## config.mk

```make
export PLATFORM = sky130hd
export DESIGN_NAME = qfp_sequencer
export DESIGN_NICKNAME = d
export VERILOG_FILES = /design/src/include/qfp_pkg.sv /design/src/logic/qfp_sequencer.sv /design/src/logic/qfp_fifo.sv
export SDC_FILE = /design/constraint.sdc
export NUM_CORES = 1
export LEC_CHECK = 0
export BUFFER_PORTS_ARGS = -buffer_cell sky130_fd_sc_hd__buf_4
export CAP_MARGIN = 15
export CORE_MARGIN = 2
export CORE_UTILIZATION = 56
export CTS_CLUSTER_DIAMETER = 200
export DETAILED_ROUTE_END_ITERATION = 10
export PLACE_DENSITY = 0.76
export RECOVER_POWER = 100
export SYNTH_ARGS = -nofsm -noshare
export SYNTH_HDL_FRONTEND = slang
export SYNTH_HIERARCHICAL = 1
export SYNTH_SLANG_ARGS = --single-unit
```

## constraint.sdc

```tcl
create_clock -name ref_clk -period 5.8 [get_ports ref_clk]
set_input_delay 0.87 -clock ref_clk [delete_from_list [all_inputs] [get_ports ref_clk]]
set_output_delay 0.87 -clock ref_clk [all_outputs]
set_load 0.02 [all_outputs]
```

## src/include/qfp_pkg.sv

```systemverilog
// Purpose: shared constants and types of the factory program sequencer
// Assumes: 16-bit data bus, 23-bit word address
// Notes: command codes are compared on the low data byte

package qfp_pkg;

    // ----------------------------------------------------------------
    // bus geometry
    // ----------------------------------------------------------------
    localparam int ADDR_W = 23;
    localparam int DATA_W = 16;
    // block size is a plain default, not a figure of the array
    localparam int BLK_BITS = 15;

    // ----------------------------------------------------------------
    // command codes and data values
    // ----------------------------------------------------------------
    localparam logic [7:0] CMD_QEFP = 8'h75;
    localparam logic [7:0] CMD_DW = 8'h35;
    localparam logic [7:0] CMD_QW = 8'h56;
    localparam logic [7:0] CMD_EFP = 8'h30;
    localparam logic [7:0] CMD_CONFIRM = 8'hd0;
    localparam logic [15:0] EXIT_DATA = 16'hffff;

    // ----------------------------------------------------------------
    // status byte layout and reset value
    // ----------------------------------------------------------------
    localparam int ST_IDLE = 7;
    localparam int ST_PERR = 4;
    localparam int ST_WRDY = 0;
    localparam logic [7:0] STAT_RST = 8'h80;

    // ----------------------------------------------------------------
    // counts
    // ----------------------------------------------------------------
    localparam logic [2:0] DW_WORDS = 3'h2;
    localparam logic [2:0] QW_WORDS = 3'h4;
    localparam logic [2:0] EFP_WORDS = 3'h1;
    localparam logic [ADDR_W-1:0] PAGE_STEP = 23'h000004;
    localparam int MAX_RETRY = 3;
    localparam int FIFO_DEPTH = 8;
    localparam logic [2:0] SYNC_RST = 3'h7;

    // ----------------------------------------------------------------
    // types
    // ----------------------------------------------------------------
    typedef enum logic [1:0] {
        MODE_QEFP = 2'h0,
        MODE_DW = 2'h1,
        MODE_QW = 2'h2,
        MODE_EFP = 2'h3
    } qfp_mode_e;

    typedef enum logic [4:0] {
        S_IDLE = 5'h01,
        S_CONF = 5'h02,
        S_LOAD = 5'h04,
        S_RUN = 5'h08,
        S_RETRY = 5'h10
    } qfp_state_e;

    typedef struct packed {
        logic verify;
        logic [ADDR_W-1:0] addr;
        logic [DATA_W-1:0] data;
    } qfp_word_s;

    localparam int WORD_W = $bits(qfp_word_s);

endpackage

```

## src/logic/qfp_sequencer.sv

```systemverilog
// Purpose: factory program command sequencer (double, quad, enhanced, quad
//          enhanced) with status byte and array-engine word stream
// Assumes: bus writes arrive as one-cycle strobes on ref_clk
// Notes: reset_pin_n is an outside pin and is synchronised here

// Notes on behaviour
// - no dual read, no suspend while active
// - 75h setup starts load, reads give status
// - load takes four writes, no early leave
// - later page: start address steps page
// - FFFFh outside start block exits
// - address checked on first page word only
// - program, verify, reprogram failing page automatically
// - program-verify shows idle 0, ready 1
// - one write after verify restarts loading
// - exit to read mode, flag failures
// - double word: 35h then two words
// - quad word: 56h then four words
// - enhanced: 30h, D0h, stream, FFFFh, verify stream, FFFFh exit
// - setup and confirm accepted at any address
// - load and program repeat for any pages in the stream modes
// - idle bit low while controller active
// - ready bit tracks current word progress
module qfp_sequencer #(
    parameter int BLK_BITS = qfp_pkg::BLK_BITS,
    parameter int MAX_RETRY = qfp_pkg::MAX_RETRY,
    parameter int FIFO_DEPTH = qfp_pkg::FIFO_DEPTH
) (
    input wire logic ref_clk,
    input wire logic rst,
    input wire logic reset_pin_n,
    input wire logic wr_strobe,
    input wire logic [qfp_pkg::ADDR_W-1:0] wr_addr,
    input wire logic [qfp_pkg::DATA_W-1:0] wr_data,
    output logic [7:0] stat,
    output logic stat_sel,
    output logic no_dual_op,
    output logic bus_wait,
    output logic arr_valid,
    output qfp_pkg::qfp_word_s arr_word,
    input wire logic arr_ready,
    input wire logic arr_done,
    input wire logic arr_fail
);
    // ----------------------------------------------------------------
    // helpers
    // ----------------------------------------------------------------
    function automatic logic same_block(
        input logic [qfp_pkg::ADDR_W-1:0] a,
        input logic [qfp_pkg::ADDR_W-1:0] b
    );
        same_block = a[qfp_pkg::ADDR_W-1:BLK_BITS] ==
            b[qfp_pkg::ADDR_W-1:BLK_BITS];
    endfunction

    function automatic logic [2:0] need_words(input qfp_pkg::qfp_mode_e m);
        if (m == qfp_pkg::MODE_DW) begin
            need_words = qfp_pkg::DW_WORDS;
        end else if (m == qfp_pkg::MODE_EFP) begin
            need_words = qfp_pkg::EFP_WORDS;
        end else begin
            need_words = qfp_pkg::QW_WORDS;
        end
    endfunction

    // ----------------------------------------------------------------
    // reset pin synchroniser
    // ----------------------------------------------------------------
    logic [2:0] rp_sync;
    logic rp_level;

    always_ff @(posedge ref_clk) begin
        if (rst) begin
            rp_sync <= qfp_pkg::SYNC_RST;
            rp_level <= 1'b1;
        end else begin
            rp_sync <= {rp_sync[1:0], reset_pin_n};
            if (rp_sync[1] == rp_sync[2]) begin
                rp_level <= rp_sync[2];
            end
        end
    end

    wire abort = !rp_level;

    // ----------------------------------------------------------------
    // sequencer state
    // ----------------------------------------------------------------
    qfp_pkg::qfp_state_e state, next_state;
    qfp_pkg::qfp_mode_e mode, next_mode;
    logic [2:0] cnt, next_cnt;
    logic [2:0] done_cnt, next_done;
    logic fail_seen, next_fail;
    logic [3:0] retry, next_retry;
    logic err, next_err;
    logic first, next_first;
    logic ver, next_ver;
    logic [qfp_pkg::ADDR_W-1:0] start, next_start;
    logic [qfp_pkg::ADDR_W-1:0] base, next_base;
    logic [qfp_pkg::ADDR_W-1:0] last, next_last;
    qfp_pkg::qfp_word_s page [4];

    logic push_valid;
    qfp_pkg::qfp_word_s push_word;
    logic page_we;
    logic fifo_in_ready;

    // ----------------------------------------------------------------
    // address and data decoding
    // ----------------------------------------------------------------
    wire [2:0] need = need_words(mode);
    wire [7:0] cmd = wr_data[7:0];
    wire off_block = !same_block(wr_addr, start);
    wire is_stream = mode == qfp_pkg::MODE_QEFP ||
        mode == qfp_pkg::MODE_EFP;
    wire exit_hit = is_stream && !first && cnt == 3'h0 &&
        wr_data == qfp_pkg::EXIT_DATA && off_block;
    // out-of-block data on a page's first word, other than the exit value, is ignored
    wire stray = is_stream && !first && cnt == 3'h0 && off_block;
    // start address again means next page / next word
    wire at_start = !first && wr_addr == start;
    wire [qfp_pkg::ADDR_W-1:0] first_addr =
        at_start ? base + qfp_pkg::PAGE_STEP : wr_addr;
    wire [qfp_pkg::ADDR_W-1:0] efp_addr =
        at_start ? last + 1'b1 : wr_addr;
    // later page words take their slot from the count alone
    wire [qfp_pkg::ADDR_W-1:0] slot_addr =
        mode == qfp_pkg::MODE_DW ? {base[qfp_pkg::ADDR_W-1:1], cnt[0]} :
        {base[qfp_pkg::ADDR_W-1:2], cnt[1:0]};
    wire [qfp_pkg::ADDR_W-1:0] cur_addr =
        mode == qfp_pkg::MODE_EFP ? efp_addr :
        cnt == 3'h0 ? first_addr : slot_addr;
    wire retry_left = retry < 4'(MAX_RETRY);
    wire page_done = done_cnt == need;

    // ----------------------------------------------------------------
    // next-state logic
    // ----------------------------------------------------------------
    always_comb begin
        next_state = state;
        next_mode = mode;
        next_cnt = cnt;
        next_done = done_cnt;
        next_fail = fail_seen;
        next_retry = retry;
        next_err = err;
        next_first = first;
        next_ver = ver;
        next_start = start;
        next_base = base;
        next_last = last;
        push_valid = 1'b0;
        page_we = 1'b0;
        push_word = '{verify: ver, addr: cur_addr, data: wr_data};
        // answers may come back before the last word of a page is loaded
        if (arr_done) begin
            next_done = done_cnt + 3'h1;
            next_fail = fail_seen || arr_fail;
        end
        case (state)
            qfp_pkg::S_IDLE: begin
                next_cnt = 3'h0;
                next_first = 1'b1;
                next_ver = 1'b0;
                // setup is decoded at any address of the bank
                if (wr_strobe) begin
                    if (cmd == qfp_pkg::CMD_QEFP) begin
                        next_mode = qfp_pkg::MODE_QEFP;
                        next_state = qfp_pkg::S_LOAD;
                    end else if (cmd == qfp_pkg::CMD_DW) begin
                        next_mode = qfp_pkg::MODE_DW;
                        next_state = qfp_pkg::S_LOAD;
                    end else if (cmd == qfp_pkg::CMD_QW) begin
                        next_mode = qfp_pkg::MODE_QW;
                        next_state = qfp_pkg::S_LOAD;
                    end else if (cmd == qfp_pkg::CMD_EFP) begin
                        next_mode = qfp_pkg::MODE_EFP;
                        next_state = qfp_pkg::S_CONF;
                    end
                end
            end
            qfp_pkg::S_CONF: begin
                if (wr_strobe) begin
                    next_state = cmd == qfp_pkg::CMD_CONFIRM ?
                        qfp_pkg::S_LOAD : qfp_pkg::S_IDLE;
                end
            end
            qfp_pkg::S_LOAD: begin
                if (wr_strobe && exit_hit) begin
                    if (mode == qfp_pkg::MODE_EFP && !ver) begin
                        next_ver = 1'b1;
                        next_last = start - 1'b1;
                    end else begin
                        next_state = qfp_pkg::S_IDLE;
                    end
                end else if (wr_strobe && !stray && fifo_in_ready) begin
                    // every write of the load is data, any code included
                    push_valid = 1'b1;
                    page_we = 1'b1;
                    next_cnt = cnt + 3'h1;
                    next_last = cur_addr;
                    next_first = 1'b0;
                    if (first) begin
                        next_start = wr_addr;
                    end
                    if (cnt == 3'h0) begin
                        next_base = cur_addr;
                        next_done = 3'h0;
                        next_fail = 1'b0;
                    end
                    if (cnt + 3'h1 == need) begin
                        next_state = qfp_pkg::S_RUN;
                        next_retry = 4'h0;
                    end
                end
            end
            qfp_pkg::S_RUN: begin
                if (page_done && fail_seen && retry_left) begin
                    next_state = qfp_pkg::S_RETRY;
                    next_cnt = 3'h0;
                    next_retry = retry + 4'h1;
                    next_done = 3'h0;
                    next_fail = 1'b0;
                end else if (page_done) begin
                    next_err = err || fail_seen;
                    next_cnt = 3'h0;
                    next_state = is_stream ?
                        qfp_pkg::S_LOAD : qfp_pkg::S_IDLE;
                end
            end
            qfp_pkg::S_RETRY: begin
                push_word = page[cnt[1:0]];
                if (fifo_in_ready) begin
                    push_valid = 1'b1;
                    next_cnt = cnt + 3'h1;
                    if (cnt + 3'h1 == need) begin
                        next_state = qfp_pkg::S_RUN;
                    end
                end
            end
            default: begin
                next_state = qfp_pkg::S_IDLE;
            end
        endcase
    end

    // ----------------------------------------------------------------
    // registers
    // ----------------------------------------------------------------
    always_ff @(posedge ref_clk) begin
        if (rst || abort) begin
            state <= qfp_pkg::S_IDLE;
            mode <= qfp_pkg::MODE_QEFP;
            cnt <= 3'h0;
            done_cnt <= 3'h0;
            fail_seen <= 1'b0;
            retry <= 4'h0;
            err <= 1'b0;
            first <= 1'b1;
            ver <= 1'b0;
            start <= '0;
            base <= '0;
            last <= '0;
        end else begin
            state <= next_state;
            mode <= next_mode;
            cnt <= next_cnt;
            done_cnt <= next_done;
            fail_seen <= next_fail;
            retry <= next_retry;
            err <= next_err;
            first <= next_first;
            ver <= next_ver;
            start <= next_start;
            base <= next_base;
            last <= next_last;
        end
    end

    // page copy kept for reprogramming without the host
    always_ff @(posedge ref_clk) begin
        if (page_we) begin
            page[cnt[1:0]] <= push_word;
        end
    end

    // ----------------------------------------------------------------
    // status and bus-side outputs
    // ----------------------------------------------------------------
    wire next_active = next_state != qfp_pkg::S_IDLE;
    wire next_busy = next_state == qfp_pkg::S_RUN ||
        next_state == qfp_pkg::S_RETRY;
    // plain word modes show status only once programming has begun
    wire next_sel = next_busy || (next_active &&
        next_mode != qfp_pkg::MODE_DW && next_mode != qfp_pkg::MODE_QW);

    always_ff @(posedge ref_clk) begin
        if (rst || abort) begin
            stat <= qfp_pkg::STAT_RST;
            stat_sel <= 1'b0;
            no_dual_op <= 1'b0;
            bus_wait <= 1'b0;
        end else begin
            stat <= '0;
            stat[qfp_pkg::ST_IDLE] <= !next_active;
            stat[qfp_pkg::ST_PERR] <= next_err;
            stat[qfp_pkg::ST_WRDY] <= next_busy;
            stat_sel <= next_sel;
            no_dual_op <= next_active;
            bus_wait <= !fifo_in_ready;
        end
    end

    // ----------------------------------------------------------------
    // word buffer toward the array engine
    // ----------------------------------------------------------------
    qfp_fifo #(
        .WIDTH(qfp_pkg::WORD_W),
        .DEPTH(FIFO_DEPTH)
    ) u_fifo (
        .ref_clk(ref_clk),
        .rst(rst),
        .flush(abort),
        .in_valid(push_valid),
        .in_data(push_word),
        .in_ready(fifo_in_ready),
        .out_ready(arr_ready),
        .out_valid(arr_valid),
        .out_data(arr_word)
    );
endmodule

```

## src/logic/qfp_fifo.sv

```systemverilog
// Purpose: word buffer between the command sequencer and the array engine
// Assumes: DEPTH is a power of two
// Notes: read data come out of a register; flush empties it at once

module qfp_fifo #(
    parameter int WIDTH = 40,
    parameter int DEPTH = 8
) (
    input wire logic ref_clk,
    input wire logic rst,
    input wire logic flush,
    input wire logic in_valid,
    input wire logic [WIDTH-1:0] in_data,
    output logic in_ready,
    input wire logic out_ready,
    output logic out_valid,
    output logic [WIDTH-1:0] out_data
);
    localparam int AW = $clog2(DEPTH);

    logic [WIDTH-1:0] mem [DEPTH];
    logic [AW-1:0] wp;
    logic [AW-1:0] rp;
    logic [AW:0] count;

    wire push = in_valid && in_ready;
    wire pop = (count != '0) && (!out_valid || out_ready);

    assign in_ready = count != (AW + 1)'(DEPTH);

    always_ff @(posedge ref_clk) begin
        if (push) begin
            mem[wp] <= in_data;
        end
    end

    always_ff @(posedge ref_clk) begin
        if (rst || flush) begin
            wp <= '0;
            rp <= '0;
            count <= '0;
            out_valid <= 1'b0;
            out_data <= '0;
        end else begin
            wp <= push ? wp + 1'b1 : wp;
            rp <= pop ? rp + 1'b1 : rp;
            count <= count + (AW + 1)'(push) - (AW + 1)'(pop);
            out_valid <= pop || (out_valid && !out_ready);
            out_data <= pop ? mem[rp] : out_data;
        end
    end

endmodule

```

Word-level counts from Yosys, hierarchy flattened
Memory sizes are Yosys's and may differ from the RTL's. A register that Yosys moved wholly into a read port is not among the register bits.
Cells that the tools add are included.
Cells by class
  mux-type cells: 76
  equal/unequal tests: 33
  bitwise operators: 1
  reductions and logical operators: 48
  magnitude comparators: 1
  add/subtract/negate cells: 10
Operators by type and width (number)
  $mux W23: 7
  $mux W5: 13
  $mux W3: 14
  $mux W40: 1
  $pmux W5 S5: 1
  $add A23 B1 Y23 const B: 1
  $add A23 B3 Y23 const B: 1
  $eq A23 B23 Y1: 1
  $sub A23 B1 Y23 const B: 1
  $mux W1: 20
  $mux W2: 9
  $logic_and A1 B1 Y1: 17
  $eq A16 B16 Y1 const B: 1
  $eq A8 B6 Y1 const B: 2
  $eq A8 B7 Y1 const B: 2
  $mux W4: 4
  $ne A2 B2 Y1 const B: 8
  $add A3 B1 Y3 const B: 4
  $pmux W3 S4: 1
  $eq A5 B4 Y1 const B: 2
  $eq A5 B5 Y1 const B: 2
  $reduce_and A5 Y1: 2
  $logic_not A1 Y1: 9
  $reduce_and A3 Y1: 3
  other kinds (27): 43
Word-level totals
  input port bits: 46
  memories: 2
  bits in writable memories: 480
  output and inout port bits: 52
  bits in registers: 116
Memory list
  u_fifo.mem: words 8, width 40, read ports 1, clocked after memory_dff 1, write ports 1, line qfp_fifo.sv:21  | logic [WIDTH-1:0] mem [DEPTH];
  page: words 4, width 40, read ports 1, clocked after memory_dff 1, write ports 1, line qfp_sequencer.sv:101  | qfp_pkg::qfp_word_s page [4];

Longest topological paths before layout
Gate-level depths: netlist of the first run.
  depth after elaboration: 15
  gate-level depth with buffers: 14

Cells and area by module
Netlist of the first run, hierarchy kept.
By module, submodules not included
  qfp_fifo: area an instance 13825.8 um^2, cells an instance 762, times used 1
  qfp_sequencer: area an instance 13133.8 um^2, cells an instance 1228, times used 1

Worst setup path before layout of the first run
OpenSTA, ideal clock, no wires.
  path type: input-to-reg
  start: in wr_addr[16] (netlist name)
  end: mem u_fifo.mem[0][0] (enable)
  stages: 7
  required time: 5.313 ns
  data arrival time: 5.288 ns
  setup time: 0.487 ns
  buffers on the path: 0
  path slack: 0.025 ns
  cell sequence: xnor2_1 and4_1 a21boi_2 o31ai_1 nand2_1 or2_2 nor3_1
Between the ends
  word-level cells in the longest chain between the ends: 12
  elaborated cells between the ends (all ways): 14
Ends and longest elaborated chain
  start, declared: line qfp_sequencer.sv:33  | input wire logic [qfp_pkg::ADDR_W-1:0] wr_addr,
  $eq A8 B8 Y1 (*): line qfp_sequencer.sv:52  | same_block = a[qfp_pkg::ADDR_W-1:BLK_BITS] ==
  $logic_not A1 Y1 (*): line qfp_sequencer.sv:113  | wire off_block = !same_block(wr_addr, start);
  $logic_and A1 B1 Y1: line qfp_sequencer.sv:119  | wire stray = is_stream && !first && cnt == 3'h0 && off_block;
  $logic_not A1 Y1: line qfp_sequencer.sv:196  | end else if (wr_strobe && !stray && fifo_in_ready) begin
  $logic_and A1 B1 Y1 (2 in series): line qfp_sequencer.sv:196
  $mux W1: line qfp_sequencer.sv:196
  $mux W1 (*): line qfp_sequencer.sv:189  | if (wr_strobe && exit_hit) begin
  $pmux W1 S2 (*): line qfp_sequencer.sv:160  | case (state)
  via push_valid: line qfp_sequencer.sv:103  | logic push_valid;
  $logic_and A1 B1 Y1 (*): line qfp_fifo.sv:26  | wire push = in_valid && in_ready;
  $mux W1 (*): line qfp_fifo.sv:32  | if (push) begin
  $mux W1 (implied by the code) (*): line qfp_fifo.sv:33  | mem[wp] <= in_data;
  end, declared: line qfp_fifo.sv:21
The timed path passes the listed nets; every way through them passes the cells marked *.

Worst setup path after layout of the first run
  start: reg cnt[0]
  end: mem page[0][6] (netlist name) (enable)
Between the ends
  word-level cells in the longest chain between the ends: 11
  elaborated cells between the ends (all ways): 14
Ends and longest elaborated chain
  start, declared: line qfp_sequencer.sv:91  | logic [2:0] cnt, next_cnt;
  start signal, assigned: line qfp_sequencer.sv:267  | cnt <= next_cnt;
  $logic_not A3 Y1: line qfp_sequencer.sv:116, qfp_sequencer.sv:119
  $logic_and A1 B1 Y1: line qfp_sequencer.sv:116, qfp_sequencer.sv:119
  $logic_and A1 B1 Y1: line qfp_sequencer.sv:119
  $logic_not A1 Y1: line qfp_sequencer.sv:196
  $logic_and A1 B1 Y1 (2 in series): line qfp_sequencer.sv:196
  $mux W1: line qfp_sequencer.sv:196
  $mux W1: line qfp_sequencer.sv:189
  $mux W1: line qfp_sequencer.sv:160
  $mux W1: line qfp_sequencer.sv:282  | if (page_we) begin
  $mux W1 (implied by the code): line qfp_sequencer.sv:283  | page[cnt[1:0]] <= push_word;
  end, declared: line qfp_sequencer.sv:101
Parallel ways exist; a longest one is shown, timed or not.

==> impl_summary.md, run 1 <==
Layout
Across the whole layout, storage elements account for roughly 17,000 sq um. The total area of multi-input combinational cells is about 8900 sq um. The post-layout instance area is 30,100 sq um. The number of nets at the end of the flow is approximately 2,100.

Compared with the post-synthesis result, the final layout area differs by 11.6%. The share of layout cells above drive strength 1 is a little over an eighth. Counting the fill cells in the layout gives around 3,500.

The final antenna diode count is 0.

Worst setup path
The critical path goes through inv_1, ha_1, nand2b_1, buf_4, nor3b_1, a21boi_0, nor3_1, and2_1, clkbuf_1. At the worst endpoint, the arrival time is 4.94 ns. The class of the most critical setup path is reg2reg. STA classifies the critical path endpoint as a register. Grouping stages by cell kind, the critical path spends the most delay in simple AND/OR/NAND/NOR gates. The nature of the critical path startpoint is a register. In this run the worst path has a maximum fanout of 32.

The number of buffer and inverter instances along the worst setup path is 3. The largest single stage delay on the critical path is approximately 1.6 ns. Among all stages on the critical path, the largest delay is contributed by sky130_fd_sc_hd__and2_1. Data on the critical path is required at its endpoint by roughly 6.0 ns.

Routing
In the routed design, unresolved DRC markers number 0. The via density per instance is 6.40. The total wire length after detailed routing is about 68,000 um. The remaining number of nets flagged by the antenna check after routing is 0. The number of optimization iterations in the first detailed-route pass is 5. The average wire per cell in the routed design is 24.9 um. The detailed router finished its first iteration with approximately 1,700 violations. The routed layout has 17,463 vias.

Yosys
Among all flip-flop cells after synthesis, the most frequent one is sky130_fd_sc_hd__edfxtp_1. Counting flops and latches in the post-synthesis netlist gives between 600 and 700. Yosys mapped the design onto 92 distinct sky130hd cell types. The register area share after synthesis is between 60 and 70%. Ranked by instance count, the synthesized netlist is headed by sky130_fd_sc_hd__edfxtp_1 (480), sky130_fd_sc_hd__a21oi_1 (173), sky130_fd_sc_hd__nand2_1 (158). For this run, the number of Yosys warnings is 6.

The post-synth design cell area is between 20,000 and 30,000 sq um. The post-synthesis async set-or-reset flop share is 0%. By instance count, the leading cell after synthesis is sky130_fd_sc_hd__edfxtp_1. The synthesized instance count is about 2,000. The top cell type by area accounts for between 50% and 60% of the synthesized area.

After synthesis, the cell types taking the most area are sky130_fd_sc_hd__edfxtp_1 (53%), sky130_fd_sc_hd__dfxtp_1 (11%), sky130_fd_sc_hd__mux4_2 (6.7%). The number of flops mapped to enable cells by yosys is 480. The mean cell area of the mapped netlist is ~14 sq um.

The cell type contributing the most total cell area after synthesis is sky130_fd_sc_hd__edfxtp_1.

Timing
Derived from the worst setup path, the maximum achievable clock frequency is 0.212 GHz. After layout, the minimum clock period comes to 4.72 ns. Setup repair after global routing left no endpoint under its margin.

The worst setup margin is 1.08 ns. Setup violations remaining at the end of the flow were counted as 0. The number of max-slew violations in the final report came to 220. The final setup TNS is 0 ns. For the final database, setup skew stands at 0.0302 ns. The relative slew slack is -127%. The hold violation total from the final report came to 0. The slew at the pin with the worst max-slew slack is 3.40 ns. In the finished design, the share of the clock period the worst path needs comes to about 81%.

Power and ir drop
Summed over all cells, the static leakage comes to just under 0.01 uW. The completed layout was analyzed and its total power is 11,000 uW. Dividing total power by cell area gives a power density of 367 nW/um^2. The maximum VDD drop is approximately 0.00026 V.

Clock network
After clock tree synthesis, the clock-pin slew on the worst setup and hold paths is roughly 0.060 ns. The number of buffers added by the clock tree synthesis step is 66. Clock tree synthesis found a total of between 600 and 700 sinks.

The longest clock path from root to sink contains 3 buffers. Buffers added to address setup during post-CTS repair amount to 0. The number of buffers inserted for hold repair after clock tree synthesis is 0. The clock root buffer is sky130_fd_sc_hd__clkbuf_16. The quantity of gates resized following cts is 0. The H-tree level count is 3.

At the later pin of the worst-skew pair, clock insertion delay measures ~0.60 ns. The CTS tree is done.

Floorplan
In this run the horizontal extent of the chip is roughly 220 um. The area of the die is between 40,000 and 50,000 sq um. The chip height is roughly 220 um. The area of the core region is around 48,000 sq um.

Once the floorplan was initialized, standard cells occupied between 50% and 60% of the core. The number of ports placed on the die boundary is a little under 100. The floorplan has 80 rows.

Run status
The run finished, with violations left. The checks that failed: capacitance limit, slew limit.

Global routing
The maximum number of pins on one net before global-route repair is slightly above 80. The number of antenna violations at the first check in global routing is 0. The first-pass GRT wire length is approximately 100,000 um.

The total overflow left after global routing is 0. The via count of the first global-routing pass is ~17,000. The global-route total usage across every layer is roughly 28%.

Placement
The port buffer count is 92. Once placement finished, the instance area stood at between 20,000 and 30,000 sq um. The worst setup timing slack at the placement stage is ~1.5 ns. The routability congestion estimate is between 0.9 and 1. The wire-length estimate of the detail-placed layout is about 42,000 um.

Min path
The tightest min-delay check is of the reg2reg type.

Run
The count of max-cap constraint violations is 6.
## routing by layer
layer | routed length, um | part of all wire (%) | GRT usage (%) | vias to the layer above
li1 | - | - | - | 7825
met1 | 26900 | 39 | 36.5 | 8651
met2 | 32400 | 48 | 44.6 | 816
met3 | 5820 | 8.6 | 5.28 | 171
met4 | 2940 | 4.3 | 12.2 | 0
met5 | 0 | 0 | 0 | -
## worst paths after layout
kind / start / end / slack, ns / cells after the start
worst min-delay path: rp_sync[0] / rp_sync[1] / 0.41 / 1
worst max-delay path: cnt[0] / page[0][6] / 1.08 / 9
worst max register to register: cnt[0] / page[0][6] / 1.08 / 9
worst min register to register: rp_sync[0] / rp_sync[1] / 0.41 / 1
## worst register-to-register path, delay by kind of cell, from the launching register on
kind	cells	cell delay (ns)
buf+inv	3	0.92
simple gates	4	2.45
flops	1	0.41
fa+ha+maj	1	0.25
compound gates	1	0.32
## registers in the layout (all words and copies together), names as in the netlist, 2 cells and up, named ones only
register         flops
base                23
retry                4
done_cnt             3
u_fifo/rp            3
u_fifo/mem         320
page               160
start               23
u_fifo/count         4
u_fifo/wp            3
state                5
rp_sync              3
u_fifo/out_data     40
mode                 2
last                23
stat                 3
cnt                  3
## layout make-up
cell class	count	share of cell area (%)
Sequential cell	632	58.0
Multi-Input combinational cell	1202	29.4
Clock buffer	94	6.01
Timing Repair Buffer	142	2.78
Tap cell	615	2.56
Clock inverter	22	0.886
Inverter	23	0.287
## report_power, final
group | internal (uW) | switching [uW]
clock network | 2370 | 1730
registers | 5030 | 159
logic | 617 | 1130
## logic make-up (layout without fill, tap and decap cells)
group / after synthesis / in the layout / synth area share, %
and+or+nand+nor: 487 / 487 / 9.08
AOI/OAI and AO/OA: 442 / 442 / 9.93
other: 1 / 5 / 0.0139
DFF: 632 / 632 / 64.8
muxes: 174 / 174 / 10.2
adders and majority gates: 20 / 20 / 0.956
buffers and inverters: 160 / 281 / 2.67
xor gates and xnor gates: 74 / 74 / 2.40
## per-stage QoR
step	hold slack, ns	cells	utilization (%)
floorplan	0.389	1994	-
finish	0.410	2730	63.1
CTS	0.415	2730	63.7
global route	0.434	2730	63.1
detailed placement	0.400	2614	59.4
global placement	0.402	2614	59.4
## cell usage in the layout, fill, tap and decap left out, types with 6 or more instances in the layout
cell	n
sky130_fd_sc_hd__a211oi_1	18
sky130_fd_sc_hd__o211ai_1	26
sky130_fd_sc_hd__dfxtp_1	148
sky130_fd_sc_hd__clkinv_1	6
sky130_fd_sc_hd__o31ai_1	7
sky130_fd_sc_hd__and2_0	6
sky130_fd_sc_hd__edfxtp_1	480
sky130_fd_sc_hd__and4_1	11
sky130_fd_sc_hd__nor2b_1	8
sky130_fd_sc_hd__mux4_2	80
sky130_fd_sc_hd__xnor2_1	31
sky130_fd_sc_hd__ha_1	19
sky130_fd_sc_hd__nor2_4	7
sky130_fd_sc_hd__or3_1	7
sky130_fd_sc_hd__a21oi_1	173
sky130_fd_sc_hd__clkbuf_16	68
sky130_fd_sc_hd__xor2_1	43
sky130_fd_sc_hd__nand3_1	76
sky130_fd_sc_hd__nor2_1	77
sky130_fd_sc_hd__nor3_1	31
sky130_fd_sc_hd__nand4_1	26
sky130_fd_sc_hd__o21ai_0	91
sky130_fd_sc_hd__nand2b_1	9
sky130_fd_sc_hd__nor4_1	10
sky130_fd_sc_hd__a31oi_1	17
sky130_fd_sc_hd__or4_1	6
sky130_fd_sc_hd__and3_1	10
sky130_fd_sc_hd__o22ai_1	41
sky130_fd_sc_hd__inv_1	23
sky130_fd_sc_hd__clkbuf_1	89
sky130_fd_sc_hd__mux2i_1	90
sky130_fd_sc_hd__nand2_1	157
sky130_fd_sc_hd__and2_1	9
sky130_fd_sc_hd__buf_4	76
Note: power is estimated with default switching activity, not from simulation.
==> inputs of run 2 (changes only) <==
--- a/config.mk
+++ b/config.mk
@@ -5,13 +5,14 @@
 export SDC_FILE = /design/constraint.sdc
 export NUM_CORES = 1
 export LEC_CHECK = 0
+export ABC_AREA = 1
 export BUFFER_PORTS_ARGS = -buffer_cell sky130_fd_sc_hd__buf_4
 export CAP_MARGIN = 15
 export CORE_MARGIN = 2
-export CORE_UTILIZATION = 56
+export CORE_UTILIZATION = 61
 export CTS_CLUSTER_DIAMETER = 200
 export DETAILED_ROUTE_END_ITERATION = 10
-export PLACE_DENSITY = 0.76
+export PLACE_DENSITY = 0.79
 export RECOVER_POWER = 100
 export SYNTH_ARGS = -nofsm -noshare
 export SYNTH_HDL_FRONTEND = slang
==> constraint.sdc (replaced) <==
create_clock -name ref_clk -period 4.4 [get_ports ref_clk]
set_input_delay 0.66 -clock ref_clk [delete_from_list [all_inputs] [get_ports ref_clk]]
set_output_delay 0.66 -clock ref_clk [all_outputs]
set_load 0.02 [all_outputs]
==> run 2 against run 1 <==
The run still ends with capacitance limit, slew limit left; critical path depth increased by 5; first-iteration DRC count increased by 51%; sequential power increased by 32%; routed wire length increased by 12%; cell area increased by 8.4%; synthesized area increased by 9.7%.
==> impl_summary.md, run 2 <==
Floorplan
The effective utilization at floorplan is between 60% and 70%. The area of the die is approximately 50,000 sq um. The area of the core region is approximately 48,000 sq um. The die is roughly 220 um wide. The chip height is 224 um. In this run the core area contains 80 standard-cell rows. For this design the top-level I/O count stands at 98.

Placement
Port buffering added between 90 and 100 buffers. The congestion estimate from routability-driven global placement came to around 1.0. The placed wire-length estimate is roughly 48,000 um.

Layout
For this run, the post-layout net count is between 3,000 and 4,000. The share of layout cells above drive strength 1 is ~7%. Measured on the finished design, the core utilization comes to 68.3%.

The number of flip-flops under the largest register name is between 300 and 400. Summing all flip-flop and latch instances after layout gives approximately 17,000 sq um. The total area of multi-input combinational cells is roughly 9400 sq um. In the layout the commonest cells are sky130_fd_sc_hd__nand2_1 (825), sky130_fd_sc_hd__inv_1 (502), sky130_fd_sc_hd__edfxtp_1 (480). 0 antenna diodes ended up in the layout. The most common cell after layout, fill and taps aside is sky130_fd_sc_hd__nand2_1. The layout overhead on the synthesized area is 10.3%. The number of filler instances in the final layout is about 3,600.

The register with the most flip-flops is u_fifo/mem.

Timing
At the pin with the least slew margin, the transition time is ~2.7 ns. The post-route minimum period is about 3.7 ns. The hold violation total from the final report is 0.

The number of max-slew violations in the final report was about 200. The final setup TNS is 0 ns. Setup repair after global routing left no endpoint under its margin. Timing would allow up to 0.268 GHz. The final cycle utilization of the critical path is a little over four fifths. The clock tree skew after final layout is 0.0156 ns. In this run the tightest slew margin relative to its limit is -78.2%.

Setup violations remaining at the end of the flow were counted as 0.

Power and ir drop
For this design the static power due to leakage is roughly 0.014 uW. VDD sags by at most about 0.00036 V. In this run the power density over the cells is approximately 460 nW/um^2.

Worst setup path
The critical path required time is approximately 4.6 ns. The worst setup path is launched from a register. STA classifies the critical path endpoint as a register.

The cell with the biggest individual delay on the critical path is sky130_fd_sc_hd__buf_2. The maximum cell stage delay along the critical path is ~0.91 ns. In this run the register-to-register setup slack is roughly 0.67 ns. The maximum fanout along the worst path is 40.

The cell that appears most often on the critical path is sky130_fd_sc_hd__nand2_1. The critical register-to-register path endpoint is u_fifo/mem[0][32]. Data arrives at the worst endpoint at between 3 and 4 ns. The start of the worst register-to-register path is start[17].

The signal on the critical path passes through inv_1, nand2_1, nand2_1, nor2_2, nand2_1, nor2_8, o21bai_1, clkinv_1, nand2_1, o21ai_0, buf_4, nand3_1, nor2_4, buf_2. The worst-case reg-to-reg path depth is 14. The class of the most critical setup path is reg2reg.

Min path
The kind of path behind the tightest hold check is in2reg. The origin of the worst min-delay path is reset_pin_n. The worst hold path depth is 2.

The sink of the worst hold path is rp_sync[0].

Run
The tool flagged a number of max-cap violations equal to 5.

Global routing
Entering global routing, the biggest net connects 128 pins. The overflow left after global routing is 0. The first-pass GRT wire length is roughly 120,000 um. The global-route total usage across every layer is 30.5%. The via count of the first global-routing pass came to between 20,000 and 25,000. The number of antenna violations at the first check in global routing is 2.

Clock network
The CTS tree is done. The H-tree was split into 2 levels. The number of buffers inserted for hold repair after clock tree synthesis is 0. The quantity of gates resized following cts is 0. CTS placed an instance of sky130_fd_sc_hd__clkbuf_16 at the clock tree root.

The clock latency reported for the late side of the worst-skew pair is roughly 0.63 ns. Post-CTS timing repair inserted 0 buffers for setup. The clock-pin slew on the worst setup and hold paths is around 0.060 ns.

The buffer depth of the longest clock path is 3. The tree built by TritonCTS fans out to between 600 and 700 sinks. The number of clock buffers added by TritonCTS is 61.

Yosys
After synthesis, the most frequently instantiated cells are sky130_fd_sc_hd__nand2_1 (822), sky130_fd_sc_hd__inv_1 (498), sky130_fd_sc_hd__edfxtp_1 (480). The number of flops mapped to enable cells by yosys is 480. The synthesized netlist occupies a cell area of approximately 30,000 sq um.

The synthesized design contains about 630 register bits. The most numerous cell in the Yosys netlist is sky130_fd_sc_hd__nand2_1. After synthesis, the cell types taking the most area are sky130_fd_sc_hd__edfxtp_1 (49%), sky130_fd_sc_hd__nand2_1 (10%), sky130_fd_sc_hd__dfxtp_1 (10%). The register area share after synthesis is 59.0%. The post-synthesis async set-or-reset flop share is 0%. sky130_fd_sc_hd__edfxtp_1 takes more of the synthesized area than any other cell. The number of synthesis warnings is 6. Summed over its instances, the top area cell type makes up 48.7% of the synthesized netlist area. After synthesis, the netlist uses 46 different library cells.

The most used flip-flop cell after synthesis is sky130_fd_sc_hd__edfxtp_1. The average instance in the mapped netlist occupies 8.88 sq um. Counting every instance in the synthesized netlist gives roughly 3,300.

Run status
The final reports fail on capacitance limit, slew limit. The flow ran to the end, but the final reports show violations.

Routing
The detailed router placed roughly 23,000 vias in this run. The via density per instance is ~5.7. The number of DRC violations after detailed-routing iteration 0 is 2,557. The average wire per cell in the routed design is about 19 um. After detailed routing, the total wire length is 76,200 um. The DRC violations left is 0. The number of optimization iterations in the first detailed-route pass is 6. In this run the remaining antenna-violating nets after routing total 0.
run 2: changes by cell type after synthesis, moves of 90 or more:
cell	change
sky130_fd_sc_hd__nand2_1	+664
sky130_fd_sc_hd__inv_1	+476
sky130_fd_sc_hd__nand3_1	+254
sky130_fd_sc_hd__nor2_1	+188
sky130_fd_sc_hd__o21ai_0	+92
sky130_fd_sc_hd__mux2i_1	-90
run 2: layer usage:
metal / track usage [%] / share of wire (%)
met4: 11.7 / 3.5
met2: 52.2 / 49
met1: 39.7 / 40
met3: 4.09 / 8.1
met5: 0 / 0.013
run 2: worst max-delay path, delay by kind of cell (launching register included):
| kind | cells | cell delay (ns) |
|---|---|---|
| flops | 1 | 0.45 |
| simple gates | 8 | 1.24 |
| buf+inv | 4 | 1.27 |
| compound gates | 2 | 0.35 |
run 2: worst max path at each step:
stage | from | endpoint | cells after the start
2_1_floorplan | wr_addr[18] | u_fifo/mem[1][0] | 14
3_3_place_gp | wr_addr[15] | u_fifo/count[2] | 18
3_5_place_dp | wr_addr[18] | u_fifo/count[3] | 22
4_1_cts | start[17] | u_fifo/count[3] | 21
5_1_grt | start[9] | u_fifo/mem[0][23] | 14
6_report | start[17] | u_fifo/mem[0][32] | 14
run 2: final cells by class:
| type | instances | share of cell area, % |
|---|---|---|
| clock buffer | 78 | 5.13 |
| clock inverter | 38 | 1.28 |
| inverter | 523 | 6.04 |
| multi-input combinational | 2024 | 28.8 |
| sequential | 632 | 53.5 |
| tap | 615 | 2.36 |
| timing repair buffer | 158 | 2.80 |
run 2: cells by family (layout without fill, tap and decap cells):
| logic type | Yosys count | after routing | share of synthesized area [%] |
|---|---|---|---|
| AND/OR/NAND/NOR | 1486 | 1486 | 20.9 |
| other | 1 | 5 | 0.0127 |
| flip-flops | 632 | 632 | 59.0 |
| AO/OA/AOI/OAI | 466 | 466 | 8.51 |
| adder cells (fa/ha/maj) | 20 | 20 | 0.872 |
| buffers and inverters | 678 | 797 | 9.26 |
| XOR/XNOR | 47 | 47 | 1.39 |
run 2: power by group:
group / switching [uW] / internal, uW / total [uW]
clock: 2250 / 3160 / 5410
sequential: 211 / 6640 / 6850
combinational: 2030 / 784 / 2820
run 2: metrics by stage:
| stage | hold slack [ns] | instance area, sq um | setup slack (ns) | cells | power (uW) |
|---|---|---|---|---|---|
| after CTS | 0.194 | 33100 | 1.08 | 4067 | 15300 |
| after detailed placement | 0.403 | 31000 | 0.884 | 3951 | 9910 |
| after floorplan | 0.389 | 29600 | 0.347 | 3334 | 8980 |
| after global placement | 0.392 | 31000 | 0.993 | 3951 | 9790 |
| after global routing | 0.206 | 32600 | 0.362 | 4068 | 15700 |
| final | 0.214 | 32600 | 0.668 | 4068 | 15100 |
